==> src/rtl/shfilt_pkg.sv <==
package shfilt_pkg;

  // ****************************************
  // widths
  // ****************************************
  localparam int unsigned REG_W  = 16;
  localparam int unsigned TIME_W = 32;

  // ****************************************
  // attribute indices into the lower level
  // ****************************************
  localparam int unsigned ATTR_VOLT = 0;
  localparam int unsigned ATTR_CURR = 1;
  localparam int unsigned ATTR_TIME = 2;
  localparam int unsigned ATTR_TEMP = 3;
  localparam int unsigned ATTR_FAN  = 4;
  localparam int unsigned ATTR_BUS  = 5;
  localparam int unsigned N_ATTR    = 6;

  // questionable summary bit positions
  localparam int unsigned QS_VOLT = 0;
  localparam int unsigned QS_CURR = 1;
  localparam int unsigned QS_TIME = 2;
  localparam int unsigned QS_TEMP = 4;
  localparam int unsigned QS_FAN  = 5;
  localparam int unsigned QS_BUS  = 9;

  // bus attribute bit positions
  localparam int unsigned BUS_BERR   = 0;
  localparam int unsigned BUS_SYSF   = 1;
  localparam int unsigned BUS_ACF    = 2;
  localparam int unsigned BUS_IACK_LO = 3;
  localparam int unsigned N_IACK     = 7;

  // time attribute filter alarm bit, status byte bit
  localparam int unsigned TIME_FILT_BIT = 2;
  localparam int unsigned STB_QUES_BIT  = 3;

  // ****************************************
  // reset values and timing
  // ****************************************
  localparam logic [REG_W-1:0]  ENA_RST    = 16'h0000;
  localparam logic [7:0]        SRE_RST    = 8'h00;
  localparam logic [TIME_W-1:0] LIMIT_RST  = 32'hffffffff;
  localparam int unsigned       CLK_HZ     = 40000000;
  localparam int unsigned       SEC_CYC    = CLK_HZ;

  // ****************************************
  // host command encodings
  // ****************************************
  typedef enum logic [3:0] {
    SHF_CMD_NONE       = 4'h0,
    SHF_CMD_READ_COND  = 4'h1,
    SHF_CMD_READ_EVENT = 4'h2,
    SHF_CMD_WRITE_ENA  = 4'h3,
    SHF_CMD_READ_ENA   = 4'h4,
    SHF_CMD_QCOND      = 4'h5,
    SHF_CMD_QEVENT     = 4'h6,
    SHF_CMD_QENA_WR    = 4'h7,
    SHF_CMD_QENA_RD    = 4'h8,
    SHF_CMD_SRE_WR     = 4'h9,
    SHF_CMD_STB_RD     = 4'ha,
    SHF_CMD_FLIM_SET   = 4'hb,
    SHF_CMD_FELAPSED   = 4'hc,
    SHF_CMD_FREF_CLR   = 4'hd,
    SHF_CMD_PON_RD     = 4'he
  } shf_cmd_t;

  // host command carrier
  typedef struct packed {
    logic              valid;
    shf_cmd_t          cmd;
    logic [2:0]        attr;
    logic [TIME_W-1:0] data;
  } shf_req_t;

  // answer carrier
  typedef struct packed {
    logic              valid;
    logic [TIME_W-1:0] data;
  } shf_rsp_t;

endpackage : shfilt_pkg

==> src/rtl/shfilt_top.sv <==
`timescale 1ns/1ps
`default_nettype none
module shfilt_top
  import shfilt_pkg::*;
#(
  parameter int unsigned SEC_CYCLES = SEC_CYC
) (
  input  wire logic              clk_i,
  input  wire logic              nrst_i,
  input  wire logic              power_on_i,
  input  wire logic [6:0]        volt_oot_i,
  input  wire logic [6:0]        curr_oot_i,
  input  wire logic [13:0]       temp_oot_i,
  input  wire logic [3:0]        fan_oot_i,
  input  wire logic [1:0]        time_oot_i,
  input  wire logic              berr_over_i,
  input  wire logic              sysfail_i,
  input  wire logic              acfail_i,
  input  wire logic [N_IACK-1:0] iack_over_i,
  input  wire shf_req_t          req_i,
  output var  shf_rsp_t          rsp_o,
  output logic                   irq_o,
  output logic                   filter_alarm_o
);

  // refuse a seconds divider the counter cannot serve
  if (SEC_CYCLES < 2) begin : g_bad_sec
    $error("SEC_CYCLES too small");
  end

  // ****************************************
  // condition assembly
  // ****************************************
  logic [REG_W-1:0] cond [N_ATTR];
  logic             alarm_ff;

  // present state of every item
  always_comb begin
    for (int a = 0; a < N_ATTR; a++) cond[a] = '0;
    cond[ATTR_VOLT][6:0]  = volt_oot_i;
    cond[ATTR_CURR][6:0]  = curr_oot_i;
    cond[ATTR_TEMP][13:0] = temp_oot_i;
    cond[ATTR_FAN][3:0]   = fan_oot_i;
    cond[ATTR_TIME][1:0]  = time_oot_i;
    // filter alarm into time bit 2
    cond[ATTR_TIME][TIME_FILT_BIT] = alarm_ff;
    cond[ATTR_BUS][BUS_BERR] = berr_over_i;
    cond[ATTR_BUS][BUS_SYSF] = sysfail_i;
    cond[ATTR_BUS][BUS_ACF]  = acfail_i;
    cond[ATTR_BUS][BUS_IACK_LO +: N_IACK] = iack_over_i;
  end

  // ****************************************
  // lower level: event / enable per attribute
  // ****************************************
  logic [REG_W-1:0] cond_ff [N_ATTR];
  logic [REG_W-1:0] evt_ff  [N_ATTR];
  logic [REG_W-1:0] ena_ff  [N_ATTR];
  logic [N_ATTR-1:0] summ;

  genvar g;
  generate
    for (g = 0; g < N_ATTR; g++) begin : g_attr
      logic [REG_W-1:0] nxt_cond;
      logic [REG_W-1:0] nxt_evt;
      logic [REG_W-1:0] nxt_ena;
      logic             rd_clr;
      logic             wr_ena;
      assign rd_clr = req_i.valid && req_i.cmd == SHF_CMD_READ_EVENT
                      && req_i.attr == 3'(g);
      assign wr_ena = req_i.valid && req_i.cmd == SHF_CMD_WRITE_ENA
                      && req_i.attr == 3'(g);

      // event latch and enable write
      always_comb begin
        nxt_cond = cond[g];
        nxt_evt  = rd_clr ? '0 : evt_ff[g];
        // rising edge sets, wins over clear
        nxt_evt  = nxt_evt | (cond[g] & ~cond_ff[g]);
        nxt_ena  = wr_ena ? req_i.data[REG_W-1:0] : ena_ff[g];
      end

      always_ff @(posedge clk_i or negedge nrst_i) begin
        if (!nrst_i) begin
          cond_ff[g] <= '0;
          evt_ff[g]  <= '0;
          ena_ff[g]  <= ENA_RST;
        end else begin
          cond_ff[g] <= nxt_cond;
          evt_ff[g]  <= nxt_evt;
          ena_ff[g]  <= nxt_ena;
        end
      end

      assign summ[g] = |(evt_ff[g] & ena_ff[g]);

      a_evt_rise_only : assert property (@(posedge clk_i) disable iff (!nrst_i)
        (evt_ff[g] & ~$past(evt_ff[g])) ==
          ((evt_ff[g] & ~$past(evt_ff[g])) & ($past(cond[g]) & ~$past(cond_ff[g]))))
        else $error("event bit set without rising condition");
      a_evt_set_wins : assert property (@(posedge clk_i) disable iff (!nrst_i)
        (rd_clr && |(cond[g] & ~cond_ff[g])) |=> |evt_ff[g])
        else $error("event lost during read clear");
    end
  endgenerate

  // ****************************************
  // questionable level and status byte
  // ****************************************
  logic [REG_W-1:0] qcond;
  logic [REG_W-1:0] qcond_ff;
  logic [REG_W-1:0] qevt_ff;
  logic [REG_W-1:0] qena_ff;
  logic [7:0]       sre_ff;
  logic [7:0]       stb_ff;
  logic             irq_ff;
  logic [REG_W-1:0] nxt_qcond;
  logic [REG_W-1:0] nxt_qevt;
  logic [REG_W-1:0] nxt_qena;
  logic [7:0]       nxt_sre;
  logic [7:0]       nxt_stb;
  logic             nxt_irq;
  logic             qrd;

  assign qrd = req_i.valid && req_i.cmd == SHF_CMD_QEVENT;

  // summary placement and status byte
  always_comb begin
    qcond          = '0;
    qcond[QS_VOLT] = summ[ATTR_VOLT];
    qcond[QS_CURR] = summ[ATTR_CURR];
    qcond[QS_TIME] = summ[ATTR_TIME];
    qcond[QS_TEMP] = summ[ATTR_TEMP];
    qcond[QS_FAN]  = summ[ATTR_FAN];
    qcond[QS_BUS]  = summ[ATTR_BUS];
    nxt_qcond = qcond;
    // latch rise, clear on read, set wins
    nxt_qevt  = (qrd ? '0 : qevt_ff) | (qcond & ~qcond_ff);
    nxt_qena  = (req_i.valid && req_i.cmd == SHF_CMD_QENA_WR)
                ? req_i.data[REG_W-1:0] : qena_ff;
    nxt_sre   = (req_i.valid && req_i.cmd == SHF_CMD_SRE_WR)
                ? req_i.data[7:0] : sre_ff;
    nxt_stb   = '0;
    nxt_stb[STB_QUES_BIT] = |(qevt_ff & qena_ff);
    nxt_irq   = |(nxt_stb & ~stb_ff & sre_ff);
  end

  always_ff @(posedge clk_i or negedge nrst_i) begin
    if (!nrst_i) begin
      qcond_ff <= '0;
      qevt_ff  <= '0;
      qena_ff  <= ENA_RST;
      sre_ff   <= SRE_RST;
      stb_ff   <= '0;
      irq_ff   <= 1'b0;
    end else begin
      qcond_ff <= nxt_qcond;
      qevt_ff  <= nxt_qevt;
      qena_ff  <= nxt_qena;
      sre_ff   <= nxt_sre;
      stb_ff   <= nxt_stb;
      irq_ff   <= nxt_irq;
    end
  end

  a_stb_summary : assert property (@(posedge clk_i) disable iff (!nrst_i)
    ##1 stb_ff[STB_QUES_BIT] == |($past(qevt_ff) & $past(qena_ff)))
    else $error("status byte bit 3 mismatch");
  a_irq_rise : assert property (@(posedge clk_i) disable iff (!nrst_i)
    (sre_ff[STB_QUES_BIT] && !stb_ff[STB_QUES_BIT] && |(qevt_ff & qena_ff))
      |=> irq_ff)
    else $error("interrupt missing on rising status bit");

  // ****************************************
  // power-on clock and filter alarm
  // ****************************************
  logic [31:0]       tick_ff;
  logic [TIME_W-1:0] pon_ff;
  logic [TIME_W-1:0] ref_ff;
  logic [TIME_W-1:0] lim_ff;
  logic [31:0]       nxt_tick;
  logic [TIME_W-1:0] nxt_pon;
  logic [TIME_W-1:0] nxt_ref;
  logic [TIME_W-1:0] nxt_lim;
  logic              nxt_alarm;
  logic [TIME_W-1:0] elapsed;
  logic              sec_end;

  assign sec_end = tick_ff == 32'(SEC_CYCLES - 1);
  assign elapsed = pon_ff - ref_ff;

  // seconds counter, reference, limit
  always_comb begin
    nxt_tick = power_on_i ? (sec_end ? '0 : tick_ff + 32'd1) : tick_ff;
    nxt_pon  = (power_on_i && sec_end) ? pon_ff + 32'd1 : pon_ff;
    nxt_ref  = (req_i.valid && req_i.cmd == SHF_CMD_FREF_CLR) ? pon_ff : ref_ff;
    nxt_lim  = (req_i.valid && req_i.cmd == SHF_CMD_FLIM_SET)
               ? req_i.data : lim_ff;
    nxt_alarm = (nxt_pon - nxt_ref) >= nxt_lim;
  end

  always_ff @(posedge clk_i or negedge nrst_i) begin
    if (!nrst_i) begin
      tick_ff  <= '0;
      pon_ff   <= '0;
      ref_ff   <= '0;
      lim_ff   <= LIMIT_RST;
      alarm_ff <= 1'b0;
    end else begin
      tick_ff  <= nxt_tick;
      pon_ff   <= nxt_pon;
      ref_ff   <= nxt_ref;
      lim_ff   <= nxt_lim;
      alarm_ff <= nxt_alarm;
    end
  end

  a_alarm_limit : assert property (@(posedge clk_i) disable iff (!nrst_i)
    alarm_ff == ((pon_ff - ref_ff) >= lim_ff))
    else $error("filter alarm disagrees with limit");
  a_ref_clear : assert property (@(posedge clk_i) disable iff (!nrst_i)
    (req_i.valid && req_i.cmd == SHF_CMD_FREF_CLR && !(power_on_i && sec_end))
      |=> elapsed == '0)
    else $error("elapsed not zero after reference clear");
  a_pon_step : assert property (@(posedge clk_i) disable iff (!nrst_i)
    ##1 pon_ff == $past(pon_ff) + {31'd0, $past(power_on_i) && $past(sec_end)})
    else $error("power-on clock step wrong");

  // ****************************************
  // answers to queries
  // ****************************************
  shf_rsp_t nxt_rsp;
  shf_rsp_t rsp_ff;

  // read mux, registered
  always_comb begin
    nxt_rsp.valid = 1'b0;
    nxt_rsp.data  = '0;
    if (req_i.valid) begin
      nxt_rsp.valid = 1'b1;
      case (req_i.cmd)
        SHF_CMD_READ_COND:  nxt_rsp.data = 32'(cond_ff[req_i.attr]);
        SHF_CMD_READ_EVENT: nxt_rsp.data = 32'(evt_ff[req_i.attr]);
        SHF_CMD_READ_ENA:   nxt_rsp.data = 32'(ena_ff[req_i.attr]);
        SHF_CMD_QCOND:      nxt_rsp.data = 32'(qcond_ff);
        SHF_CMD_QEVENT:     nxt_rsp.data = 32'(qevt_ff);
        SHF_CMD_QENA_RD:    nxt_rsp.data = 32'(qena_ff);
        SHF_CMD_STB_RD:     nxt_rsp.data = 32'(stb_ff);
        SHF_CMD_FELAPSED:   nxt_rsp.data = elapsed;
        SHF_CMD_PON_RD:     nxt_rsp.data = pon_ff;
        default:            nxt_rsp.valid = 1'b0;
      endcase
      if (req_i.attr >= 3'(N_ATTR) && (req_i.cmd == SHF_CMD_READ_COND ||
          req_i.cmd == SHF_CMD_READ_EVENT || req_i.cmd == SHF_CMD_READ_ENA)) begin
        nxt_rsp.data = '0;
      end
    end
  end

  always_ff @(posedge clk_i or negedge nrst_i) begin
    if (!nrst_i) begin
      rsp_ff <= '0;
    end else begin
      rsp_ff <= nxt_rsp;
    end
  end

  assign rsp_o          = rsp_ff;
  assign irq_o          = irq_ff;
  assign filter_alarm_o = alarm_ff;

endmodule : shfilt_top
`default_nettype wire

==> config.mk <==
export PLATFORM = sky130hd
export DESIGN_NAME = shfilt_top
export DESIGN_NICKNAME = d
export VERILOG_FILES = /design/src/rtl/shfilt_pkg.sv /design/src/rtl/shfilt_top.sv
export SDC_FILE = /design/constraint.sdc
export NUM_CORES = 1
export LEC_CHECK = 0
export CAP_MARGIN = 20
export CORE_UTILIZATION = 40
export DETAILED_ROUTE_END_ITERATION = 7
export DONT_BUFFER_PORTS = 1
export PLACE_DENSITY = 0.62
export SLEW_MARGIN = 5
export SYNTH_ARGS = -nofsm -noshare
export SYNTH_HDL_FRONTEND = slang
export SYNTH_SLANG_ARGS = --single-unit
==> constraint.sdc <==
create_clock -name clk_i -period 11.74 [get_ports clk_i]
set_input_delay 1.174 -clock clk_i [delete_from_list [all_inputs] [get_ports clk_i]]
set_output_delay 1.174 -clock clk_i [all_outputs]
set_load 0.005 [all_outputs]
==> flow_summary.toml <==
[clock_tree]
clk_pin_slew_worst_paths_ps = 60
cts_tree = "done"
cts_resized = 0
root_buffer = "clkbuf_16"
clock_sinks = 379
ctsHoldBuffers = 0
h-tree-depth = 2
cts_max_path_buffers = 3
insertion_delay_ps = 610
numCtsBuffers = 44
post_cts_buffers = 0

[worst_setup_path]
path_max_fanout = 9
end_kind = "flop"
ff2ff_path_depth = 24
reg2reg_slack_ps = 5530
crit_chain = "nor4bb_1 -> nand4_1 -> nor4_2 -> nand2_1 -> xnor2_1 -> ha_1 -> nor2b_4 -> o31a_1 -> or2_0 -> a41o_1 -> maj3_2 -> a2111oi_4 -> o31ai_2 -> o21ai_0 -> xnor2_1 -> ha_1 -> a21o_1 -> a21o_1 -> a21oi_1 -> nor2b_1 -> o21ai_0 -> nand2b_1 -> a21oi_1 -> nand2_1"
crit_slowest_cell = "nor4_2"
cp_data_arrival_time_ps = 6680
critPathRequiredTime_ps = 12210
path_class = "reg -> reg"
cpPeakStageDelay_ps = 880
start_kind = "flop"

[synthesis]
ys_warn_count = 0
synth-edff-count = 0
synth_area_um2 = 20220
synth_area_per_cell_um2 = 10.67
yosysUniqueCellTypes = 74
synth-seq-cells = 379
yosys.area.top_type_share_pct = 42.93
ys_seq_area_share_pct = 47.09
syn-num-nets = 2079
synthTopCellsByArea = "dfrtp_1, mux2_2, ha_1"
yosys.area.top_type = "dfrtp_1"
synth_ff_type = "dfrtp_1"
synthArstFlopShare_pct = 100.0
synthCells = 1895

[sta]
min_period_ps = 6208
fin_skew_ps = 44.34
setup_tns_ps = 0
setup_slack_ps = 5532
rsz0062_at_grt = "no"
fmax_mhz = 161.1
tightest_slew_ps = 1051
timing.hold.ws_ps = 257.2
setup_violations = 0
drv_slew = 0
final_hold_viol_count = 0
relSlewSlack_pct = 29.90
finalCritPeriodShare_pct = 52.88

[layout]
syn_to_final_growth_pct = 11.70
drive_gt1_share_pct = 14.66
num-nets-final = 2071
fill_cells = 4673

[global_route]
grt_pass1_wl_um = 88840
antenna_found_initial = 3
grt_remaining_overflow = 0
grt_pass1_vias = 14712
grt_max_degree = 380
grt_use_total_pct = 22.84

[placement]
dp_worst_setup_slack_ps = 5051
portBuffers = 0
place.gp.congestion = 0.9263
hpwl_um = 41190

[floorplan]
start_util_pct = 40.48
fp.coreArea_um2 = 49970
io_pins = 122
num_rows = 82
die_height_um = 226.9
fp.dieW_um = 226.9
die_area_um2 = 51460

[drt]
wire_per_inst_um = 22.02
antenna_left = 0
via_count = 14592
wl_um = 57280
drc_errors = 0
drtIter0Drc = 1184
dr.pass1.iters = 6
vias_per_cell = 5.610

[power]
vdd_drop_max_mv = 0.1093
power.density_nw_per_um2 = 148.5
leakagePower_uw = 0.01075

[job]
max-cap-violations = 0

[hold_path]
min_path_type = "in -> async"

[run_status]
status = "finished, final reports clean"
cell usage after synthesis, types with 23 or more instances:
master,instances
dfrtp_1,347
o21ai_0,99
mux2_2,114
dfstp_2,32
mux4_2,23
nand4_1,33
nand2_1,152
clkbuf_1,55
a21o_1,42
nor2_1,81
ha_1,95
a22oi_1,37
inv_1,184
nand3_1,41
a21oi_1,63
o22ai_1,23
mux2i_1,95
a31oi_1,24
xnor2_1,74
xor2_1,45
worst paths after layout:
path	end	startpoint
max	filter_alarm_o	tick_ff[17]
min	cond_ff[70]	nrst_i
max reg2reg	filter_alarm_o	tick_ff[17]
min reg2reg	evt_ff[44]	cond_ff[44]
max in group asynchronous	tick_ff[8]	nrst_i
min in group clk_i	evt_ff[44]	cond_ff[44]
through the flow:
stage / cells / area [um^2] / utilization, % / total power (uW)
6_report: 2601 / 22590 / 45.21 / 3355
5_1_grt: 2595 / 22580 / 45.18 / 3502
4_1_cts: 2595 / 22580 / 45.18 / 3391
3_5_place_dp: 2513 / 20960 / 41.94 / 1873
3_3_place_gp: 2513 / 20960 / 41.94 / 1859
2_1_floorplan: 1895 / 20220 / - / 1777
final cells by class:
| class | instances | area [um^2] | share of cell area, % |
|---|---|---|---|
| clock buffer | 58 | 1234 | 5.461 |
| tap | 672 | 840.8 | 3.722 |
| inverter | 184 | 690.7 | 3.057 |
| multi-input combinational | 1264 | 9797 | 43.37 |
| antenna | 6 | 15.01 | 0.06646 |
| sequential | 379 | 9524 | 42.16 |
| clock inverter | 24 | 384.1 | 1.700 |
| timing repair buffer | 14 | 105.1 | 0.4652 |
flip-flops by register name, summed over array words and instances (netlist names), 32 cells and up:
| name | flops |
|---|---|
| cond_ff | 45 |
| ena_ff | 96 |
| evt_ff | 45 |
| lim_ff | 32 |
| pon_ff | 32 |
| ref_ff | 32 |
| rsp_o | 33 |
| tick_ff | 32 |
critical path, delay by kind of cell (launching register included):
family / cells / cell delay [ps]
compound gates: 10 / 1970
xor+xnor: 2 / 420
fa+ha+maj: 3 / 960
flops: 1 / 400
simple gates: 9 / 2340
kinds of logic after synthesis:
group / share of synthesized area, %
and+or+nand+nor: 10.21
AOI/OAI and AO/OA: 13.02
DFF: 47.09
buffers and inverters: 4.727
muxes: 13.61
xor gates and xnor gates: 5.153
adders and majority gates: 6.187
placed cells by master (no fill, tap or decap), drive strengths merged, types with 8 or more instances in the layout:
cell	Yosys	final
clkinv	0	13
nand3	41	41
a21o	42	42
inv	184	185
nand2b	12	12
o21ai	100	100
nor3	22	22
a222oi	14	14
nor2b	10	10
mux2	114	114
ha	95	95
dfrtp	347	347
dfstp	32	32
and2	8	8
nor2	81	81
a221oi	12	12
mux2i	95	95
mux4	23	23
nand2	152	152
and3	20	20
nand4	33	33
nor4	8	8
o21a	13	13
o22ai	23	23
a22o	9	9
a21oi	63	63
a211oi	9	9
a31oi	25	25
clkbuf	55	58
xor2	45	45
xnor2	74	74
buf	13	14
a22oi	37	37
and4	10	10
routing by layer:
metal  up-vias  wire length, um  global-route usage (%)  part of all wire [%]
li1       6765                -                       -                     -
met1      7312            25560                   31.29                    45
met2       412            25970                   35.40                    45
met3       103             3818                   4.782                   6.7
met4         0             1928                   8.500                   3.4
met5         -                0                       0                     0
report_power, final:
group / internal, uW / switching (uW) / total (uW)
combinational: 171 / 182 / 353
clock: 906 / 596 / 1500
sequential: 1430 / 69.8 / 1500
total: 2510 / 848 / 3360
No activity file was read; power rests on OpenSTA's default activity.
